[src/irb_pkg.sv]
// Package with offsets, field positions and types of the infrared register bank
package irb_pkg;

  // Register offsets within a bank
  localparam logic [2:0] OFS_0 = 3'h0;
  localparam logic [2:0] OFS_1 = 3'h1;
  localparam logic [2:0] OFS_2 = 3'h2;
  localparam logic [2:0] OFS_3 = 3'h3;
  localparam logic [2:0] OFS_4 = 3'h4;
  localparam logic [2:0] OFS_6 = 3'h6;
  localparam logic [2:0] OFS_7 = 3'h7;

  // Bank numbers
  localparam logic [2:0] BANK_4 = 3'h4;
  localparam logic [2:0] BANK_5 = 3'h5;
  localparam logic [2:0] BANK_6 = 3'h6;
  localparam logic [2:0] BANK_7 = 3'h7;

  // Bank selector layout and codes
  localparam int          BSE_BIT       = 7;
  localparam logic [6:0]  BANK_CODE_0   = 7'h00;
  localparam logic [6:0]  BANK_CODE_1   = 7'h60;
  localparam logic [6:0]  BANK_CODE_2   = 7'h70;
  localparam logic [6:0]  BANK_CODE_3   = 7'h71;
  localparam logic [6:0]  BANK_CODE_4   = 7'h72;
  localparam logic [6:0]  BANK_CODE_5   = 7'h73;
  localparam logic [6:0]  BANK_CODE_6   = 7'h74;
  localparam logic [6:0]  BANK_CODE_7   = 7'h75;

  // Writable bit masks (reserved bits read zero)
  localparam logic [7:0] MASK_CTRL_ONE   = 8'h0c;
  localparam logic [7:0] MASK_CTRL_TWO   = 8'h13;
  localparam logic [7:0] MASK_CTRL_THREE = 8'hc0;
  localparam logic [7:0] MASK_PW         = 8'h0f;
  localparam logic [7:0] MASK_CFG_ONE    = 8'hff;
  localparam logic [7:0] MASK_CFG_THREE  = 8'h77;
  localparam logic [7:0] MASK_CFG_FOUR   = 8'hbc;

  // Reset values
  localparam logic [7:0] RST_BYTE = 8'h00;

  // Register bus request
  typedef struct packed {
    logic [2:0] addr;
    logic [7:0] wdata;
    logic       wr;
    logic       rd;
  } irb_req_type;

  // Read-only demodulator and modulator inputs
  typedef struct packed {
    logic [2:0] demod_bandwidth;
    logic [4:0] demod_frequency;
    logic [2:0] carrier_pulse_width;
    logic [4:0] carrier_frequency;
    logic [7:0] consumer_ir_config;
  } irb_ro_type;

endpackage

[src/irb_bank_decode.sv]
// Bank selector decoder: maps a written selector byte to a bank number
`timescale 1ns/1ns
module irb_bank_decode
(
  // Selector byte and held bank
  input  wire logic [7:0] sel_byte,
  input  wire logic [2:0] bank_now,
  // Resulting bank
  output logic      [2:0] bank_out,
  output logic            bank_mode
);

  // Selector with top bit set picks a bank by its low seven bits
  always_comb
  begin
    bank_mode = sel_byte[irb_pkg::BSE_BIT];
    bank_out  = bank_now;
    if (!sel_byte[irb_pkg::BSE_BIT])
      bank_out = 3'h0;
    else if (sel_byte[6:0] == irb_pkg::BANK_CODE_2)
      bank_out = 3'h2;
    else if (sel_byte[6:0] == irb_pkg::BANK_CODE_3)
      bank_out = 3'h3;
    else if (sel_byte[6:0] == irb_pkg::BANK_CODE_4)
      bank_out = 3'h4;
    else if (sel_byte[6:0] == irb_pkg::BANK_CODE_5)
      bank_out = 3'h5;
    else if (sel_byte[6:0] == irb_pkg::BANK_CODE_6)
      bank_out = 3'h6;
    else if (sel_byte[6:0] == irb_pkg::BANK_CODE_7)
      bank_out = 3'h7;
    else if (sel_byte[6:5] == 2'h3)
      bank_out = 3'h1;
    else
      bank_out = 3'h1;
  end

endmodule

[src/irb_pin_sync.sv]
// Three-stage synchroniser with agreement filter for a group of pin inputs
`timescale 1ns/1ns
module irb_pin_sync
#(
  parameter int WIDTH = 24
)
(
  // Clock and reset
  input  wire logic             clk_sys,
  input  wire logic             rst,
  // Asynchronous input and settled output
  input  wire logic [WIDTH-1:0] pin_in,
  output logic      [WIDTH-1:0] pin_out
);

  logic [WIDTH-1:0] stage1_reg;
  logic [WIDTH-1:0] stage2_reg;
  logic [WIDTH-1:0] stage3_reg;

  // Synchroniser chain
  always_ff @(posedge clk_sys)
  begin
    if (rst)
    begin
      stage1_reg <= '0;
      stage2_reg <= '0;
      stage3_reg <= '0;
    end
    else
    begin
      stage1_reg <= pin_in;
      stage2_reg <= stage1_reg;
      stage3_reg <= stage2_reg;
    end
  end

  // Accept a bit once the second and third stages agree
  always_ff @(posedge clk_sys)
  begin
    if (rst)
      pin_out <= '0;
    else
      pin_out <= (pin_out & ~(stage2_reg ^ stage3_reg))
               | (stage3_reg & ~(stage2_reg ^ stage3_reg));
  end

endmodule

[src/irb_top.sv]
// Banked register file for the infrared functions of the second serial port
// Notes on behaviour
// - Registers form eight banks of eight byte locations each.
// - Offsets 0 to 7 decode in every bank; selected bank picks the register except at offset 3.
// - Banks 0 to 3 are shared UART/IR; banks 4 to 7 hold IR registers only.
// - Line control/bank selector sits at offset 3 in every bank, read/write.
// - Writing offset 3 with bit 7 set makes bits 6-0 a bank code.
// - Software chooses one or both DMA channels for serial data.
// - Bank 7 offset 0 reads demodulator bandwidth and frequency, read-only.
// - Bank 7 offset 1 reads carrier pulse width and frequency, read-only.
// - Bank 6 offset 2 holds a 4-bit pulse width code, upper bits reserved.
// - Bank 7 offset 4 holds interface configuration: eight bits, all writable, none reserved.
// - Bank 7 offset 6 holds two 3-bit fields; bits 7 and 3 reserved.
`timescale 1ns/1ns
module irb_top
(
  // Clock and reset
  input  wire logic               clk_sys,
  input  wire logic               rst,
  // Register port
  input  wire irb_pkg::irb_req_type req,
  output logic              [7:0] rdata,
  // Read-only status from the modulator logic (asynchronous)
  input  wire irb_pkg::irb_ro_type  ro_in,
  // Configuration outputs
  output logic              [2:0] active_bank,
  output logic              [6:0] line_control,
  output logic              [3:0] pulse_width_code,
  output logic              [7:0] ir_interface_config_one,
  output logic              [7:0] ir_interface_config_three,
  output logic              [7:0] ir_interface_config_four,
  output logic              [1:0] dma_channel_enable,
  // Bank 0-3 access strobe for the shared UART logic
  output logic                    uart_bank_access
);

  // Register storage
  logic [7:0] line_control_bank_select_reg;
  logic [2:0] bank_reg;
  logic [7:0] ir_control_one_reg;
  logic [7:0] ir_control_two_reg;
  logic [7:0] ir_control_three_reg;
  logic [7:0] slow_ir_pulse_width_reg;
  logic [7:0] cfg_one_reg;
  logic [7:0] cfg_three_reg;
  logic [7:0] cfg_four_reg;
  logic [1:0] dma_reg;
  logic [7:0] rdata_next;
  logic [2:0] bank_next;
  logic       bank_mode;
  logic [23:0] ro_sync;
  irb_pkg::irb_ro_type ro_s;
  logic       wr_sel;

  // Bring the read-only fields into the clock domain
  irb_pin_sync #(.WIDTH(24)) u_sync
  (
    .clk_sys (clk_sys),
    .rst     (rst),
    .pin_in  (ro_in),
    .pin_out (ro_sync)
  );
  assign ro_s = ro_sync;

  // Bank selection decoder
  irb_bank_decode u_dec
  (
    .sel_byte (req.wdata),
    .bank_now (bank_reg),
    .bank_out (bank_next),
    .bank_mode(bank_mode)
  );

  // Write to the selector is decoded in every bank
  assign wr_sel = req.wr && (req.addr == irb_pkg::OFS_3);

  // Masked write helper
  function automatic logic [7:0] masked(input logic [7:0] d, input logic [7:0] m);
    masked = d & m;
  endfunction

  // True when a write hits the given bank and offset
  function automatic logic hit(input logic [2:0] b, input logic [2:0] o,
                               input logic [2:0] cb, input logic [2:0] a);
    hit = (b == cb) && (a == o);
  endfunction

  // Line control and bank selector
  always_ff @(posedge clk_sys)
  begin
    if (rst)
    begin
      line_control_bank_select_reg <= irb_pkg::RST_BYTE;
      bank_reg                     <= 3'h0;
    end
    else if (wr_sel)
    begin
      line_control_bank_select_reg <= req.wdata;
      bank_reg                     <= bank_next;
    end
  end

  // Bank 4 and 5 control registers
  always_ff @(posedge clk_sys)
  begin
    if (rst)
    begin
      ir_control_one_reg <= irb_pkg::RST_BYTE;
      ir_control_two_reg <= irb_pkg::RST_BYTE;
    end
    else if (req.wr)
    begin
      if (hit(irb_pkg::BANK_4, irb_pkg::OFS_2, bank_reg, req.addr))
        ir_control_one_reg <= masked(req.wdata, irb_pkg::MASK_CTRL_ONE);
      if (hit(irb_pkg::BANK_5, irb_pkg::OFS_4, bank_reg, req.addr))
        ir_control_two_reg <= masked(req.wdata, irb_pkg::MASK_CTRL_TWO);
    end
  end

  // Bank 6 registers
  always_ff @(posedge clk_sys)
  begin
    if (rst)
    begin
      ir_control_three_reg    <= irb_pkg::RST_BYTE;
      slow_ir_pulse_width_reg <= irb_pkg::RST_BYTE;
    end
    else if (req.wr)
    begin
      if (hit(irb_pkg::BANK_6, irb_pkg::OFS_0, bank_reg, req.addr))
        ir_control_three_reg <= masked(req.wdata, irb_pkg::MASK_CTRL_THREE);
      if (hit(irb_pkg::BANK_6, irb_pkg::OFS_2, bank_reg, req.addr))
        slow_ir_pulse_width_reg <= masked(req.wdata, irb_pkg::MASK_PW);
    end
  end

  // Bank 7 configuration registers
  always_ff @(posedge clk_sys)
  begin
    if (rst)
    begin
      cfg_one_reg   <= irb_pkg::RST_BYTE;
      cfg_three_reg <= irb_pkg::RST_BYTE;
      cfg_four_reg  <= irb_pkg::RST_BYTE;
    end
    else if (req.wr)
    begin
      if (hit(irb_pkg::BANK_7, irb_pkg::OFS_4, bank_reg, req.addr))
        cfg_one_reg <= masked(req.wdata, irb_pkg::MASK_CFG_ONE);
      if (hit(irb_pkg::BANK_7, irb_pkg::OFS_6, bank_reg, req.addr))
        cfg_three_reg <= masked(req.wdata, irb_pkg::MASK_CFG_THREE);
      if (hit(irb_pkg::BANK_7, irb_pkg::OFS_7, bank_reg, req.addr))
        cfg_four_reg <= masked(req.wdata, irb_pkg::MASK_CFG_FOUR);
    end
  end

  // DMA channel enables, held in bank 5 offset 7
  always_ff @(posedge clk_sys)
  begin
    if (rst)
      dma_reg <= 2'h0;
    else if (req.wr && hit(irb_pkg::BANK_5, irb_pkg::OFS_7, bank_reg, req.addr))
      dma_reg <= req.wdata[1:0];
  end

  // Read multiplexer; reserved locations return zero
  always_comb
  begin
    rdata_next = 8'h00;
    if (req.addr == irb_pkg::OFS_3)
      rdata_next = line_control_bank_select_reg;
    else if (bank_reg == irb_pkg::BANK_4 && req.addr == irb_pkg::OFS_2)
      rdata_next = ir_control_one_reg;
    else if (bank_reg == irb_pkg::BANK_5 && req.addr == irb_pkg::OFS_4)
      rdata_next = ir_control_two_reg;
    else if (bank_reg == irb_pkg::BANK_5 && req.addr == irb_pkg::OFS_7)
      rdata_next = {6'h00, dma_reg};
    else if (bank_reg == irb_pkg::BANK_6 && req.addr == irb_pkg::OFS_0)
      rdata_next = ir_control_three_reg;
    else if (bank_reg == irb_pkg::BANK_6 && req.addr == irb_pkg::OFS_2)
      rdata_next = slow_ir_pulse_width_reg;
    else if (bank_reg == irb_pkg::BANK_7 && req.addr == irb_pkg::OFS_0)
      rdata_next = {ro_s.demod_bandwidth, ro_s.demod_frequency};
    else if (bank_reg == irb_pkg::BANK_7 && req.addr == irb_pkg::OFS_1)
      rdata_next = {ro_s.carrier_pulse_width, ro_s.carrier_frequency};
    else if (bank_reg == irb_pkg::BANK_7 && req.addr == irb_pkg::OFS_2)
      rdata_next = ro_s.consumer_ir_config;
    else if (bank_reg == irb_pkg::BANK_7 && req.addr == irb_pkg::OFS_4)
      rdata_next = cfg_one_reg;
    else if (bank_reg == irb_pkg::BANK_7 && req.addr == irb_pkg::OFS_6)
      rdata_next = cfg_three_reg;
    else if (bank_reg == irb_pkg::BANK_7 && req.addr == irb_pkg::OFS_7)
      rdata_next = cfg_four_reg;
  end

  // Registered read data, valid the cycle after the strobe
  always_ff @(posedge clk_sys)
  begin
    if (rst)
      rdata <= 8'h00;
    else if (req.rd)
      rdata <= rdata_next;
    else
      rdata <= 8'h00;
  end

  // Registered configuration outputs
  always_ff @(posedge clk_sys)
  begin
    if (rst)
    begin
      active_bank               <= 3'h0;
      line_control              <= 7'h00;
      pulse_width_code          <= 4'h0;
      ir_interface_config_one   <= 8'h00;
      ir_interface_config_three <= 8'h00;
      ir_interface_config_four  <= 8'h00;
      dma_channel_enable        <= 2'h0;
      uart_bank_access          <= 1'b0;
    end
    else
    begin
      active_bank               <= bank_reg;
      line_control              <= line_control_bank_select_reg[irb_pkg::BSE_BIT-1:0];
      pulse_width_code          <= slow_ir_pulse_width_reg[3:0];
      ir_interface_config_one   <= cfg_one_reg;
      ir_interface_config_three <= cfg_three_reg;
      ir_interface_config_four  <= cfg_four_reg;
      dma_channel_enable        <= dma_reg;
      // Banks 0-3 are served by the shared UART logic, except offset 3 which is the selector
      uart_bank_access          <= (req.wr || req.rd) && !bank_reg[2]
                                   && (req.addr != irb_pkg::OFS_3);
    end
  end

  // Bank selector checks
  a_sel_write_bank: assert property (@(posedge clk_sys) disable iff (rst)
    wr_sel && bank_mode && req.wdata[6:0] == irb_pkg::BANK_CODE_7
    |=> bank_reg == irb_pkg::BANK_7) else $error("bank 7 not selected");
  a_sel_clear_bank: assert property (@(posedge clk_sys) disable iff (rst)
    wr_sel && !bank_mode
    |=> bank_reg == 3'h0) else $error("bank 0 not selected");
  a_sel_held_value: assert property (@(posedge clk_sys) disable iff (rst)
    wr_sel
    |=> line_control_bank_select_reg == $past(req.wdata))
    else $error("selector write");
  a_sel_any_bank: assert property (@(posedge clk_sys) disable iff (rst)
    req.rd && req.addr == irb_pkg::OFS_3
    |=> rdata == $past(line_control_bank_select_reg)) else $error("selector read");

  // Reserved bits stay clear
  a_pw_reserved: assert property (@(posedge clk_sys) disable iff (rst)
    slow_ir_pulse_width_reg[7:4] == 4'h0) else $error("pulse width reserved set");
  a_cfg3_reserved: assert property (@(posedge clk_sys) disable iff (rst)
    cfg_three_reg[7] == 1'b0 && cfg_three_reg[3] == 1'b0)
    else $error("config three reserved set");

  // Read path
  a_demod_read: assert property (@(posedge clk_sys) disable iff (rst)
    req.rd && bank_reg == irb_pkg::BANK_7 && req.addr == irb_pkg::OFS_0
    |=> rdata == {$past(ro_s.demod_bandwidth), $past(ro_s.demod_frequency)})
    else $error("demod read");
  a_mod_read: assert property (@(posedge clk_sys) disable iff (rst)
    req.rd && bank_reg == irb_pkg::BANK_7 && req.addr == irb_pkg::OFS_1
    |=> rdata == {$past(ro_s.carrier_pulse_width), $past(ro_s.carrier_frequency)})
    else $error("modulator read");
  a_reserved_zero: assert property (@(posedge clk_sys) disable iff (rst)
    req.rd && bank_reg == irb_pkg::BANK_7 && req.addr == 3'h5 |=> rdata == 8'h00)
    else $error("reserved nonzero");
  a_read_idle_zero: assert property (@(posedge clk_sys) disable iff (rst)
    !req.rd |=> rdata == 8'h00)
    else $error("read data outside its cycle");

  // Write path
  a_cfg1_write: assert property (@(posedge clk_sys) disable iff (rst)
    req.wr && bank_reg == irb_pkg::BANK_7 && req.addr == irb_pkg::OFS_4
    |=> ##1 ir_interface_config_one == $past(req.wdata, 2)) else $error("cfg1 write");
  a_pw_write: assert property (@(posedge clk_sys) disable iff (rst)
    req.wr && bank_reg == irb_pkg::BANK_6 && req.addr == irb_pkg::OFS_2
    |=> slow_ir_pulse_width_reg == ($past(req.wdata) & irb_pkg::MASK_PW)) else $error("pw write");
  a_ro_no_write: assert property (@(posedge clk_sys) disable iff (rst)
    req.wr && bank_reg == irb_pkg::BANK_7 && req.addr == irb_pkg::OFS_0
    |=> $stable(cfg_one_reg)) else $error("ro write leaked");

  // Shared UART bank flag
  a_uart_flag: assert property (@(posedge clk_sys) disable iff (rst)
    (req.wr || req.rd) && !bank_reg[2] && req.addr != irb_pkg::OFS_3
    |=> uart_bank_access) else $error("shared bank flag missing");
  a_ir_bank_quiet: assert property (@(posedge clk_sys) disable iff (rst)
    bank_reg[2]
    |=> !uart_bank_access) else $error("shared bank flag in IR bank");

  // Main scenarios
  c_bank7: cover property (@(posedge clk_sys) disable iff (rst) bank_reg == irb_pkg::BANK_7);
  c_bank6_pw: cover property (@(posedge clk_sys) disable iff (rst)
    req.wr && bank_reg == irb_pkg::BANK_6 && req.addr == irb_pkg::OFS_2);
  c_dma_both: cover property (@(posedge clk_sys) disable iff (rst) dma_reg == 2'h3);
  c_sel_clear: cover property (@(posedge clk_sys) disable iff (rst)
    wr_sel && !bank_mode);
  c_ro_read: cover property (@(posedge clk_sys) disable iff (rst)
    req.rd && bank_reg == irb_pkg::BANK_7 && req.addr == irb_pkg::OFS_0);

endmodule

[config.mk]
export PLATFORM = sky130hd
export DESIGN_NAME = irb_top
export DESIGN_NICKNAME = d
export VERILOG_FILES = /design/src/irb_pkg.sv /design/src/irb_bank_decode.sv /design/src/irb_pin_sync.sv /design/src/irb_top.sv
export SDC_FILE = /design/constraint.sdc
export NUM_CORES = 1
export LEC_CHECK = 0
export BUFFER_PORTS_ARGS = -buffer_cell sky130_fd_sc_hd__buf_2
export CAP_MARGIN = 20
export CORE_ASPECT_RATIO = 1.4
export CORE_MARGIN = 1
export CORE_UTILIZATION = 45
export CTS_BUF_LIST = sky130_fd_sc_hd__clkbuf_16
export DETAILED_ROUTE_END_ITERATION = 16
export PLACE_DENSITY_LB_ADDON = 0.1
export SLEW_MARGIN = 10
export SYNTH_ARGS = -nofsm -noshare
export SYNTH_HDL_FRONTEND = slang
export SYNTH_HIERARCHICAL = 1
export SYNTH_SLANG_ARGS = --single-unit
[constraint.sdc]
create_clock -name clk_sys -period 2.6 [get_ports clk_sys]
set_input_delay 0.13 -clock clk_sys [delete_from_list [all_inputs] [get_ports clk_sys]]
set_output_delay 0.13 -clock clk_sys [all_outputs]
set_load 0.02 [all_outputs]
### Yosys cells after proc, flatten, opt, wreduce, memory -nomap -nowiden

Cells that the tools add are included.

* register bits after elaboration: 183
* input port bits: 39
* output and inout port bits: 49
* word-level logic and storage cells: 103

* eq/ne operators: 21
* multiplexer cells: 19
* bitwise logic cells: 6
* reductions and logical operators: 34

Operator list (count)
* two-way mux 8 bit: 12
* AND 24 bit: 2
* == test 7 bit (second input constant): 6
* NOT 24 bit: 1
* OR 24 bit: 1
* bitwise XOR 24 bit: 1
* logical AND 1 bit: 23
* == test 3 bit (second input constant): 7
* two-way mux 3 bit: 7
* AND reduction 2 bit: 7
* == test 3 bit (first input constant): 4
* == test 3 x 2 -> 1 bit (second input constant): 2
* == test 3 x 1 -> 1 bit (second input constant): 1
* logical NOT 3 bit: 1
* != test 3 x 2 -> 1 bit (second input constant): 1
* OR reduction 2 bit: 1
* logical NOT 1 bit: 1
* logical OR 1 bit: 1
* NOT 1 bit: 1

### Logic depth before layout (Yosys ltp)

Gate-level depths: netlist (run 1).

* depth after elaboration: 14
* gate-level depth with buffers: 7
* gate-level depth less buffers: 4

### By module

The synthesis (run 1) kept the hierarchy.

By module, submodules not included
* irb_top: instances 1, cells an instance 382, area an instance 3577.2 µm², seq. area each 1741.7 µm²
* irb_pin_sync: instances 1, cells an instance 274, area an instance 3085.5 µm², seq. area each 1921.8 µm²
* irb_bank_decode: instances 1, cells an instance 7, area an instance 75.1 µm², seq. area each 0.0 µm²

### Worst setup path before layout (run 1)

No wires, ideal clock.

* path kind: register -> register
* from: register bank_reg[1]
* to: register rdata[7]
* setup time: 91 ps
* data arrival time: 1467 ps
* data required time: 2509 ps
* setup slack: 1042 ps
* stages on the path, launching flop included: 5
* buffers on the path: 1
* period minus slack after synthesis: 1558 ps
* cell sequence: dfxtp_1 clkbuf_1 nand3_1 or4_1 a311oi_1

* longest elaborated chain between the ends: 14
* elaborated cells between the ends (all ways): 27
* classes of those cells: eq/ne (4); mux (12); reduce/logical (11)

RTL lines
* from (decl): line irb_top.sv:39 `logic [2:0] bank_reg;`
* from (signal assigned): line irb_top.sv:99 `bank_reg <= bank_next;`
* == test 3 bit
* logical AND 1 bit: line irb_top.sv:192 `else if (bank_reg == irb_pkg::BANK_7 && req.addr == irb_pkg::OFS_7)`
* two-way mux 8 bit: line irb_top.sv:192
* two-way mux 8 bit: line irb_top.sv:190 `else if (bank_reg == irb_pkg::BANK_7 && req.addr == irb_pkg::OFS_6)`
* two-way mux 8 bit: line irb_top.sv:188 `else if (bank_reg == irb_pkg::BANK_7 && req.addr == irb_pkg::OFS_4)`
* two-way mux 8 bit: line irb_top.sv:186 `else if (bank_reg == irb_pkg::BANK_7 && req.addr == irb_pkg::OFS_2)`
* two-way mux 8 bit: line irb_top.sv:184 `else if (bank_reg == irb_pkg::BANK_7 && req.addr == irb_pkg::OFS_1)`
* two-way mux 8 bit: line irb_top.sv:182 `else if (bank_reg == irb_pkg::BANK_7 && req.addr == irb_pkg::OFS_0)`
* two-way mux 8 bit: line irb_top.sv:180 `else if (bank_reg == irb_pkg::BANK_6 && req.addr == irb_pkg::OFS_2)`
* two-way mux 8 bit: line irb_top.sv:178 `else if (bank_reg == irb_pkg::BANK_6 && req.addr == irb_pkg::OFS_0)`
* two-way mux 8 bit: line irb_top.sv:176 `else if (bank_reg == irb_pkg::BANK_5 && req.addr == irb_pkg::OFS_7)`
* two-way mux 8 bit: line irb_top.sv:174 `else if (bank_reg == irb_pkg::BANK_5 && req.addr == irb_pkg::OFS_4)`
* two-way mux 8 bit *: line irb_top.sv:172 `else if (bank_reg == irb_pkg::BANK_4 && req.addr == irb_pkg::OFS_2)`
* two-way mux 8 bit *: line irb_top.sv:170 `if (req.addr == irb_pkg::OFS_3)`
* to (signal assigned): line irb_top.sv:202 `rdata <= rdata_next;`
* to (decl): line irb_top.sv:22 `output logic [7:0] rdata,`

Mark *: on every way between the ends. The rest lies on a longest branch, timed or not.
A chain may end at the register's enable or synchronous reset.

### Worst setup path in the final report (run 1)

* from: register bank_reg[2]
* to: register rdata[7]

The elaborated chain is that of the path after synthesis.

==> results of run 1 <==
-- placed cells by master (no fill, tap or decap), types with 4 or more instances in the layout --
master / instances
dfxtp_1: 183
a31oi_1: 4
nor3b_1: 4
clkbuf_16: 17
a32oi_1: 7
nor2b_1: 109
nand3_1: 14
a211oi_1: 4
dlygate4sd3_1: 25
conb_1: 5
inv_6: 4
o22ai_1: 5
nand2_1: 31
nand2b_1: 30
ha_1: 24
buf_2: 81
and2_1: 4
a21oi_1: 42
inv_1: 29
nor2_1: 37
inv_8: 4
mux2i_1: 35
-- power groups by stage --
stage | sequential (W) | clock, W | combinational [W]
floorplan | 0.00294 | 0 | 0.000159
global placement | 0.00294 | 0 | 0.000233
detailed placement | 0.00294 | 0 | 0.000237
CTS | 0.00288 | 0.00271 | 0.000267
global route | 0.00288 | 0.00284 | 0.000292
finish | 0.00287 | 0.00264 | 0.000265
-- cell type report --
| class | count | share of cell area, % |
|---|---|---|
| inverters | 29 | 1.35 |
| well taps | 189 | 2.93 |
| flip-flops and latches | 183 | 45.4 |
| repair buffers | 109 | 8.56 |
| clock inverters | 15 | 2.29 |
| clock buffers | 17 | 5.27 |
| multi-input cells | 412 | 34.2 |
-- metal layers --
layer	GRT usage [%]	share of wire [%]	wire length, um
met1	24.4	43	6440
met2	36.5	51	7600
met3	4.88	4.1	615
met4	7.82	1.8	272
met5	0	0	0
-- final timing paths --
check / to / slack [ps] / startpoint / cells after the start
worst max register to register: rdata[7] / 730 / bank_reg[2] / 3
worst min-delay path: line_control_bank_select_reg[7] / 40 / req[9] / 3
worst max-delay path: rdata[7] / 730 / bank_reg[2] / 3
worst min register to register: u_sync/stage2_reg[2] / 440 / u_sync/stage1_reg[2] / 1
-- critical path, stage by stage, from the launching register on --
cell and delay, ps:
dfxtp_1 590, nand3_1 280, or4_1 630, a311oi_1 270
-- per-stage QoR --
stage | cells | setup slack [ps] | area, um^2 | hold slack (ps)
floorplan | 666 | 1040 | 6750 | 258
global placement | 897 | 617 | 7210 | 338
detailed placement | 897 | 583 | 7210 | 342
CTS | 954 | 732 | 8070 | 23.8
global route | 954 | 597 | 8070 | 25.7
finish | 954 | 735 | 8070 | 44.0
==> flow_summary.yaml, run 1 <==
layout:
  final_stage_net_count: 815
  final-seq-area_um2: 3660
  antenna_cells: 0
  drive_gt1_share_pct: 16.2
  post-route-util_pct: 55.6
  nFillCells: 1307
  multi_input_area_um2: 2760
  area_growth_pct: 19.9
pwr:
  power.switching_w: 0.00135
  overall_power_of_the_completed_layout_w: 0.00578
  power.sequential.fraction_pct: 49.8
  peak_ir_drop_on_the_vdd_network_v: 0.000467
  comb_power_share_pct: 4.6
  cell_internal_power_w: 0.00443
  sw_frac_of_total_pct: 23.4
  power.leakage_nw: 3.48
  fraction_of_power_consumed_by_the_clock_network_pct: 45.7
  p_per_area_nw_per_um2: 716
die:
  num_rows: 52
  starting_density_of_the_core_pct: 46.4
  die_y_um: 147
  placeableCoreArea_um2: 14500
  design.die.area_um2: 15500
  die_width_um: 105
  io_pins: 88
global_routing:
  grt_start_max_net_pins: 136
  initial_antenna_violation_count: 0
  grt_overflow_total: 0
  grt_pass1_vias: 4626
  grt_pass1_wl_um: 24400
  total_global_routing_track_utilization_pct: 20.8
min_path:
  holdCritPathClass: "input pin to flip-flop"
sta:
  timing.fmax_mhz: 536
  finalHoldViolCount: 0
  relSlewSlack_pct: 60.1
  fin_crit_ps: 1870
  worstMarginPinSlew_ps: 597
  final_number_of_setup_violating_endpoints: 0
  setup_total_negative_slack_ps: 0
  final_report_max_slew_violation_count: 0
  worst_clock_skew_ps: 12.0
  grt_setup_unrepaired: "false"
  timing.final.crit_share_pct: 71.7
route:
  wire_per_inst_um: 15.7
  drtIter0Drc: 172
  drt_wl_total_um: 14900
  pre_repair_dr_iteration_count: 7
  post-route-drc-count: 0
  routed_vias: 4774
  post_drt_via_cell_ratio: 5.00
  route.antenna.remaining_nets: 0
clock_tree:
  h-tree-depth: 4
  clkLatencyLatePin_ps: 430
  cts_inserted_buffers: 17
  cts-resized-gates: 0
  root_buffer: "clkbuf_16"
  clkTransAtPathRegs_ps: 70
  tritoncts: "done"
  cts_buffer_depth: 2
  cts.repair_timing.setup_buffer_count: 0
  number_of_hold_repair_buffers_added_at_the_cts_stage: 25
  cts_num_sinks: 183
critical_path:
  crit_arrival_ps: 2200
  critical_path.max_fanout: 14
  path_class: "flip-flop to flip-flop"
  timing.critical_path.to_type: "flip-flop"
  critical_path_required_ps: 2940
  timing.critical_path.from_type: "flip-flop"
placement:
  port_buffers: 82
  dp.final_hpwl_um: 10500
  finalWeightedCongestion: 0.929
synthesis:
  syn_area_um2: 6730
  syn_avg_cell_area_um2: 10.2
  synthesis.yosys.warnings: 6
  netlist_instances: 662
outcome:
  outcome: "complete, no violations"
run:
  timing.max_cap.violations: 0
Power figures use the tool's default switching activity.
==> inputs of run 2 (changes only) <==
- clock period: 2.6 -> 1.9 ns (I/O delays scaled with it)
==> flow_summary.yaml, run 2 (synthesized netlist as in run 1, its figures left out) <==
pwr:
  p_per_area_nw_per_um2: 943
  peak_ir_drop_on_the_vdd_network_v: 0.000452
  power.leakage_nw: 3.55
layout:
  area_growth_pct: 21.2
  stdcell_area_um2: 8160
  antenna_cells: 0
  final_stage_net_count: 833
  nFillCells: 1278
  drive_gt1_share_pct: 18.0
  layout.cells.most_common: "dfxtp_1"
  leading_cell_types_in_the_layout_fill_and_taps_excluded: "180 x dfxtp_1, 109 x nor2b_1, 81 x buf_2, 42 x a21oi_1, 37 x nor2_1"
global_routing:
  grt_pass1_vias: 4697
  total_global_routing_track_utilization_pct: 21.8
  initial_antenna_violation_count: 0
  grt_start_max_net_pins: 60
  grt_pass1_wl_um: 25100
  grt_overflow_total: 0
clock_tree:
  cts_buffer_depth: 2
  h-tree-depth: 4
  cts_inserted_buffers: 17
  tritoncts: "done"
  cts_num_sinks: 183
  root_buffer: "clkbuf_16"
  clkTransAtPathRegs_ps: 70
  clkLatencyLatePin_ps: 430
critical_path:
  worstSetupStartpoint: "bank_reg[0]"
  reg2reg_slack_ps: 210
  path_class: "flip-flop to flip-flop"
  reg2reg_to: "rdata[3]"
  critical_path_required_ps: 2250
  critical_path.max_fanout: 15
  cp_slowest_cell: "or4_1"
  worst_r2r_path_depth: 4
  max_stage_delay_ps: 600
  critical_path.endpoint: "rdata[3]"
  path_cells: "nand4b_1 > a211oi_1 > or4_1 > a41oi_1"
  timing.critical_path.to_type: "flip-flop"
  r2r_start: "bank_reg[0]"
  crit_arrival_ps: 2040
  timing.critical_path.from_type: "flip-flop"
placement:
  placedInstanceArea_um2: 7310
  finalWeightedCongestion: 0.953
  dp.final_hpwl_um: 11600
  port_buffers: 82
route:
  wire_per_inst_um: 16.5
  post-route-drc-count: 0
  drt_wl_total_um: 16100
  drtIter0Drc: 210
  routed_vias: 4877
  pre_repair_dr_iteration_count: 7
  post_drt_via_cell_ratio: 5.02
  route.antenna.remaining_nets: 0
min_path:
  hold_path.startpoint: "req[6]"
  holdCritPathClass: "input pin to flip-flop"
die:
  die_width_um: 105
  io_pins: 88
  design.die.area_um2: 15500
  placeableCoreArea_um2: 14500
  num_rows: 52
  starting_density_of_the_core_pct: 46.4
  die_y_um: 147
sta:
  setup_total_negative_slack_ps: 0
  final_number_of_setup_violating_endpoints: 0
  finalHoldViolCount: 0
  worst_clock_skew_ps: 10.3
  final_report_max_slew_violation_count: 0
  timing.final.crit_share_pct: 89.1
  relSlewSlack_pct: 56.6
  timing.fmax_mhz: 591
  worstMarginPinSlew_ps: 649
  grt_setup_unrepaired: "false"
  fin_crit_ps: 1690
outcome:
  outcome: "complete, no violations"
run:
  timing.max_cap.violations: 0
## run 2: layer usage
metal | track usage, % | vias to the layer above | wire length (um)
met1 | 24.4 | 2271 | 6700
met2 | 38.9 | 146 | 8120
met4 | 10.0 | 0 | 490
met3 | 4.70 | 27 | 747
li1 | - | 2433 | -
met5 | 0 | - | 0
## run 2: final cells by class
type,instances,area (um^2),share of cell area (%)
multi-input combinational,412,2760,33.9
inverter,29,109,1.33
clock buffer,17,425,5.21
sequential,183,3670,44.9
timing repair buffer,127,821,10.1
tap,189,236,2.90
clock inverter,15,138,1.69
## run 2: worst min-delay path by stage
stage | endpoint | slack, ps | cells after the start
CTS | line_control_bank_select_reg[4] | 10 | 3
floorplan | u_sync/stage1_reg[18] | 220 | 1
finish | line_control_bank_select_reg[4] | 20 | 3
detailed placement | u_sync/stage1_reg[9] | 310 | 2
global route | line_control_bank_select_reg[4] | 3 | 3
global placement | u_sync/stage1_reg[16] | 300 | 2
## run 2: through the flow
stage                     total power [W]  hold WS [ps]  utilization [%]  setup WS (ps)  cells
after floorplan                   0.00423           223                -            342    666
after global placement            0.00436           302             50.4           77.6    912
after detailed placement          0.00437           308             50.4           88.3    912
after CTS                         0.00778          10.9             56.2           62.1    972
after global routing              0.00798          3.27             56.2           74.3    972
final                             0.00769          22.4             56.2            207    972
## run 2: worst max-delay path, delay by kind of cell, from the launching register on
kind | cells | cell delay, ps
AOI/OAI and AO/OA | 2 | 330
DFF | 1 | 390
and+or+nand+nor | 2 | 890
## run 2: timing repair
item / CTS / global route
resized for setup: 0 / 4
setup buffers: 0 / 0
endpoints found under the hold margin: 34 / 0
setup endpoints to repair: 0 / 19
hold buffers: 28 / 0
## run 2: power breakdown
group | switching, W | total (W) | internal (W)
combinational | 0.000222 | 0.000391 | 0.000170
clock | 0.00163 | 0.00337 | 0.00173
sequential | 0.0000274 | 0.00393 | 0.00391
total | 0.00188 | 0.00769 | 0.00581
==> inputs of run 3 (changes only) <==
- clock period: 1.9 -> 1.8 ns (I/O delays scaled with it)
==> flow_summary.yaml, run 3 (synthesized netlist as in run 1, its figures left out) <==
critical_path:
  worstSetupStartpoint: "bank_reg[0]"
  timing.critical_path.from_type: "flip-flop"
  reg2reg_slack_ps: 130
  max_stage_delay_ps: 540
  path_cells: "buf_4 > nand4b_1 > a211oi_1 > or4_1 > a41oi_1"
  critical_path_required_ps: 2130
  worst_r2r_path_depth: 5
  path_class: "flip-flop to flip-flop"
  timing.critical_path.to_type: "flip-flop"
  r2r_start: "bank_reg[0]"
  reg2reg_to: "rdata[3]"
  critical_path.endpoint: "rdata[3]"
  crit_arrival_ps: 2000
  cp_slowest_cell: "or4_1"
  critical_path.max_fanout: 10
die:
  placeableCoreArea_um2: 14500
  starting_density_of_the_core_pct: 46.4
  io_pins: 88
  die_y_um: 147
  design.die.area_um2: 15500
  num_rows: 52
  die_width_um: 105
layout:
  antenna_cells: 0
  drive_gt1_share_pct: 18.8
  final_stage_net_count: 842
  layout.cells.most_common: "dfxtp_1"
  final-instance-count-excl-fill: 981
  area_growth_pct: 22.6
  leading_cell_types_in_the_layout_fill_and_taps_excluded: "183 x dfxtp_1, 109 x nor2b_1, 81 x buf_2, 42 x a21oi_1, 37 x nor2_1"
sta:
  grt_setup_unrepaired: "false"
  timing.final.crit_share_pct: 92.6
  final_number_of_setup_violating_endpoints: 0
  worst_clock_skew_ps: 9.43
  final_report_max_slew_violation_count: 0
  timing.fmax_mhz: 600
  worstMarginPinSlew_ps: 643
  fin_worst_hold_slack_ps: 7.69
  finalHoldViolCount: 0
  relSlewSlack_pct: 57.0
  fin_crit_ps: 1670
  final_critical_path_setup_slack_ps: 134
  setup_total_negative_slack_ps: 0
placement:
  dp.cells: 922
  dp.final_hpwl_um: 11300
  finalWeightedCongestion: 0.846
  detailedPlace.worstSlack_ps: 148
  port_buffers: 82
clock_tree:
  cts_num_sinks: 183
  tritoncts: "done"
  h-tree-depth: 4
  cts_buffer_depth: 2
  cts.repair_timing.setup_buffer_count: 0
  clkTransAtPathRegs_ps: 70
  cts_inserted_buffers: 17
  clkLatencyLatePin_ps: 420
  root_buffer: "clkbuf_16"
pwr:
  power.leakage_nw: 3.60
  p_per_area_nw_per_um2: 983
  peak_ir_drop_on_the_vdd_network_v: 0.000573
  overall_power_of_the_completed_layout_w: 0.00811
global_routing:
  grt_pass1_wl_um: 25500
  total_global_routing_track_utilization_pct: 21.6
  grt_pass1_vias: 4916
  grt_start_max_net_pins: 97
  initial_antenna_violation_count: 0
  grt_overflow_total: 0
route:
  drt_wl_total_um: 15900
  post_drt_via_cell_ratio: 4.96
  drtIter0Drc: 260
  wire_per_inst_um: 16.2
  pre_repair_dr_iteration_count: 5
  route.antenna.remaining_nets: 0
  routed_vias: 4861
  post-route-drc-count: 0
run:
  timing.max_cap.violations: 0
outcome:
  outcome: "complete, no violations"
min_path:
  holdCritPathClass: "input pin to flip-flop"
## run 3: cell types whose count changed in the layout (fill, tap and decap cells not counted), sizes merged
cell         previous run  this run
dlygate4sd3            28        27
buf                    99       109
## run 3: metrics by stage
| step | utilization, % | cell area (um^2) |
|---|---|---|
| floorplan | - | 6750 |
| global placement | 51.1 | 7410 |
| detailed placement | 51.1 | 7410 |
| CTS | 56.8 | 8240 |
| global route | 56.9 | 8250 |
| finish | 56.9 | 8250 |
## run 3: worst min path at each step
| stage | from | end | slack (ps) | cells after the start |
|---|---|---|---|---|
| floorplan | ro_in[18] | u_sync/stage1_reg[18] | 220 | 1 |
| global placement | ro_in[5] | u_sync/stage1_reg[5] | 300 | 2 |
| detailed placement | ro_in[13] | u_sync/stage1_reg[13] | 300 | 2 |
| CTS | req[8] | line_control_bank_select_reg[6] | 0.8 | 3 |
| global route | req[4] | line_control_bank_select_reg[2] | 20 | 3 |
| finish | req[8] | line_control_bank_select_reg[6] | 8 | 3 |
## run 3: area by class of cell
cell class | instances | area (um^2)
Tap cell | 189 | 236
Clock buffer | 17 | 425
Inverter | 29 | 109
Timing Repair Buffer | 136 | 911
Sequential cell | 183 | 3660
Fill cell | 1255 | 6260
Multi-Input combinational cell | 412 | 2770
Clock inverter | 15 | 136
## run 3: critical path: cells and delay by family, from the launching register on
family	cells	cell delay [ps]
flip-flops	1	330
buffers and inverters	1	170
AND/OR/NAND/NOR	2	760
AO/OA/AOI/OAI	2	330
## run 3: metal layers
metal / routed length [um] / vias up / part of all wire, % / track usage, %
met5: 0 / - / 0 / 0
met4: 476 / 0 / 3.0 / 10.9
met3: 475 / 27 / 3.0 / 3.11
met2: 8130 / 113 / 51 / 38.8
met1: 6800 / 2276 / 43 / 24.9
li1: - / 2445 / - / -
## run 3: repair_timing
action                                 4_1_cts  5_1_grt
hold buffers                                27        0
setup endpoints to repair                    0        2
endpoints found under the hold margin       27        0
gates resized for setup                      0        1
## run 3: power breakdown
group / switching (W) / total [W] / leakage (nW) / internal (W)
combinational: 0.000229 / 0.000412 / 1.83 / 0.000182
clock: 0.00172 / 0.00355 / 0.279 / 0.00183
sequential: 0.0000283 / 0.00415 / 1.49 / 0.00412
total: 0.00197 / 0.00811 / 3.60 / 0.00613
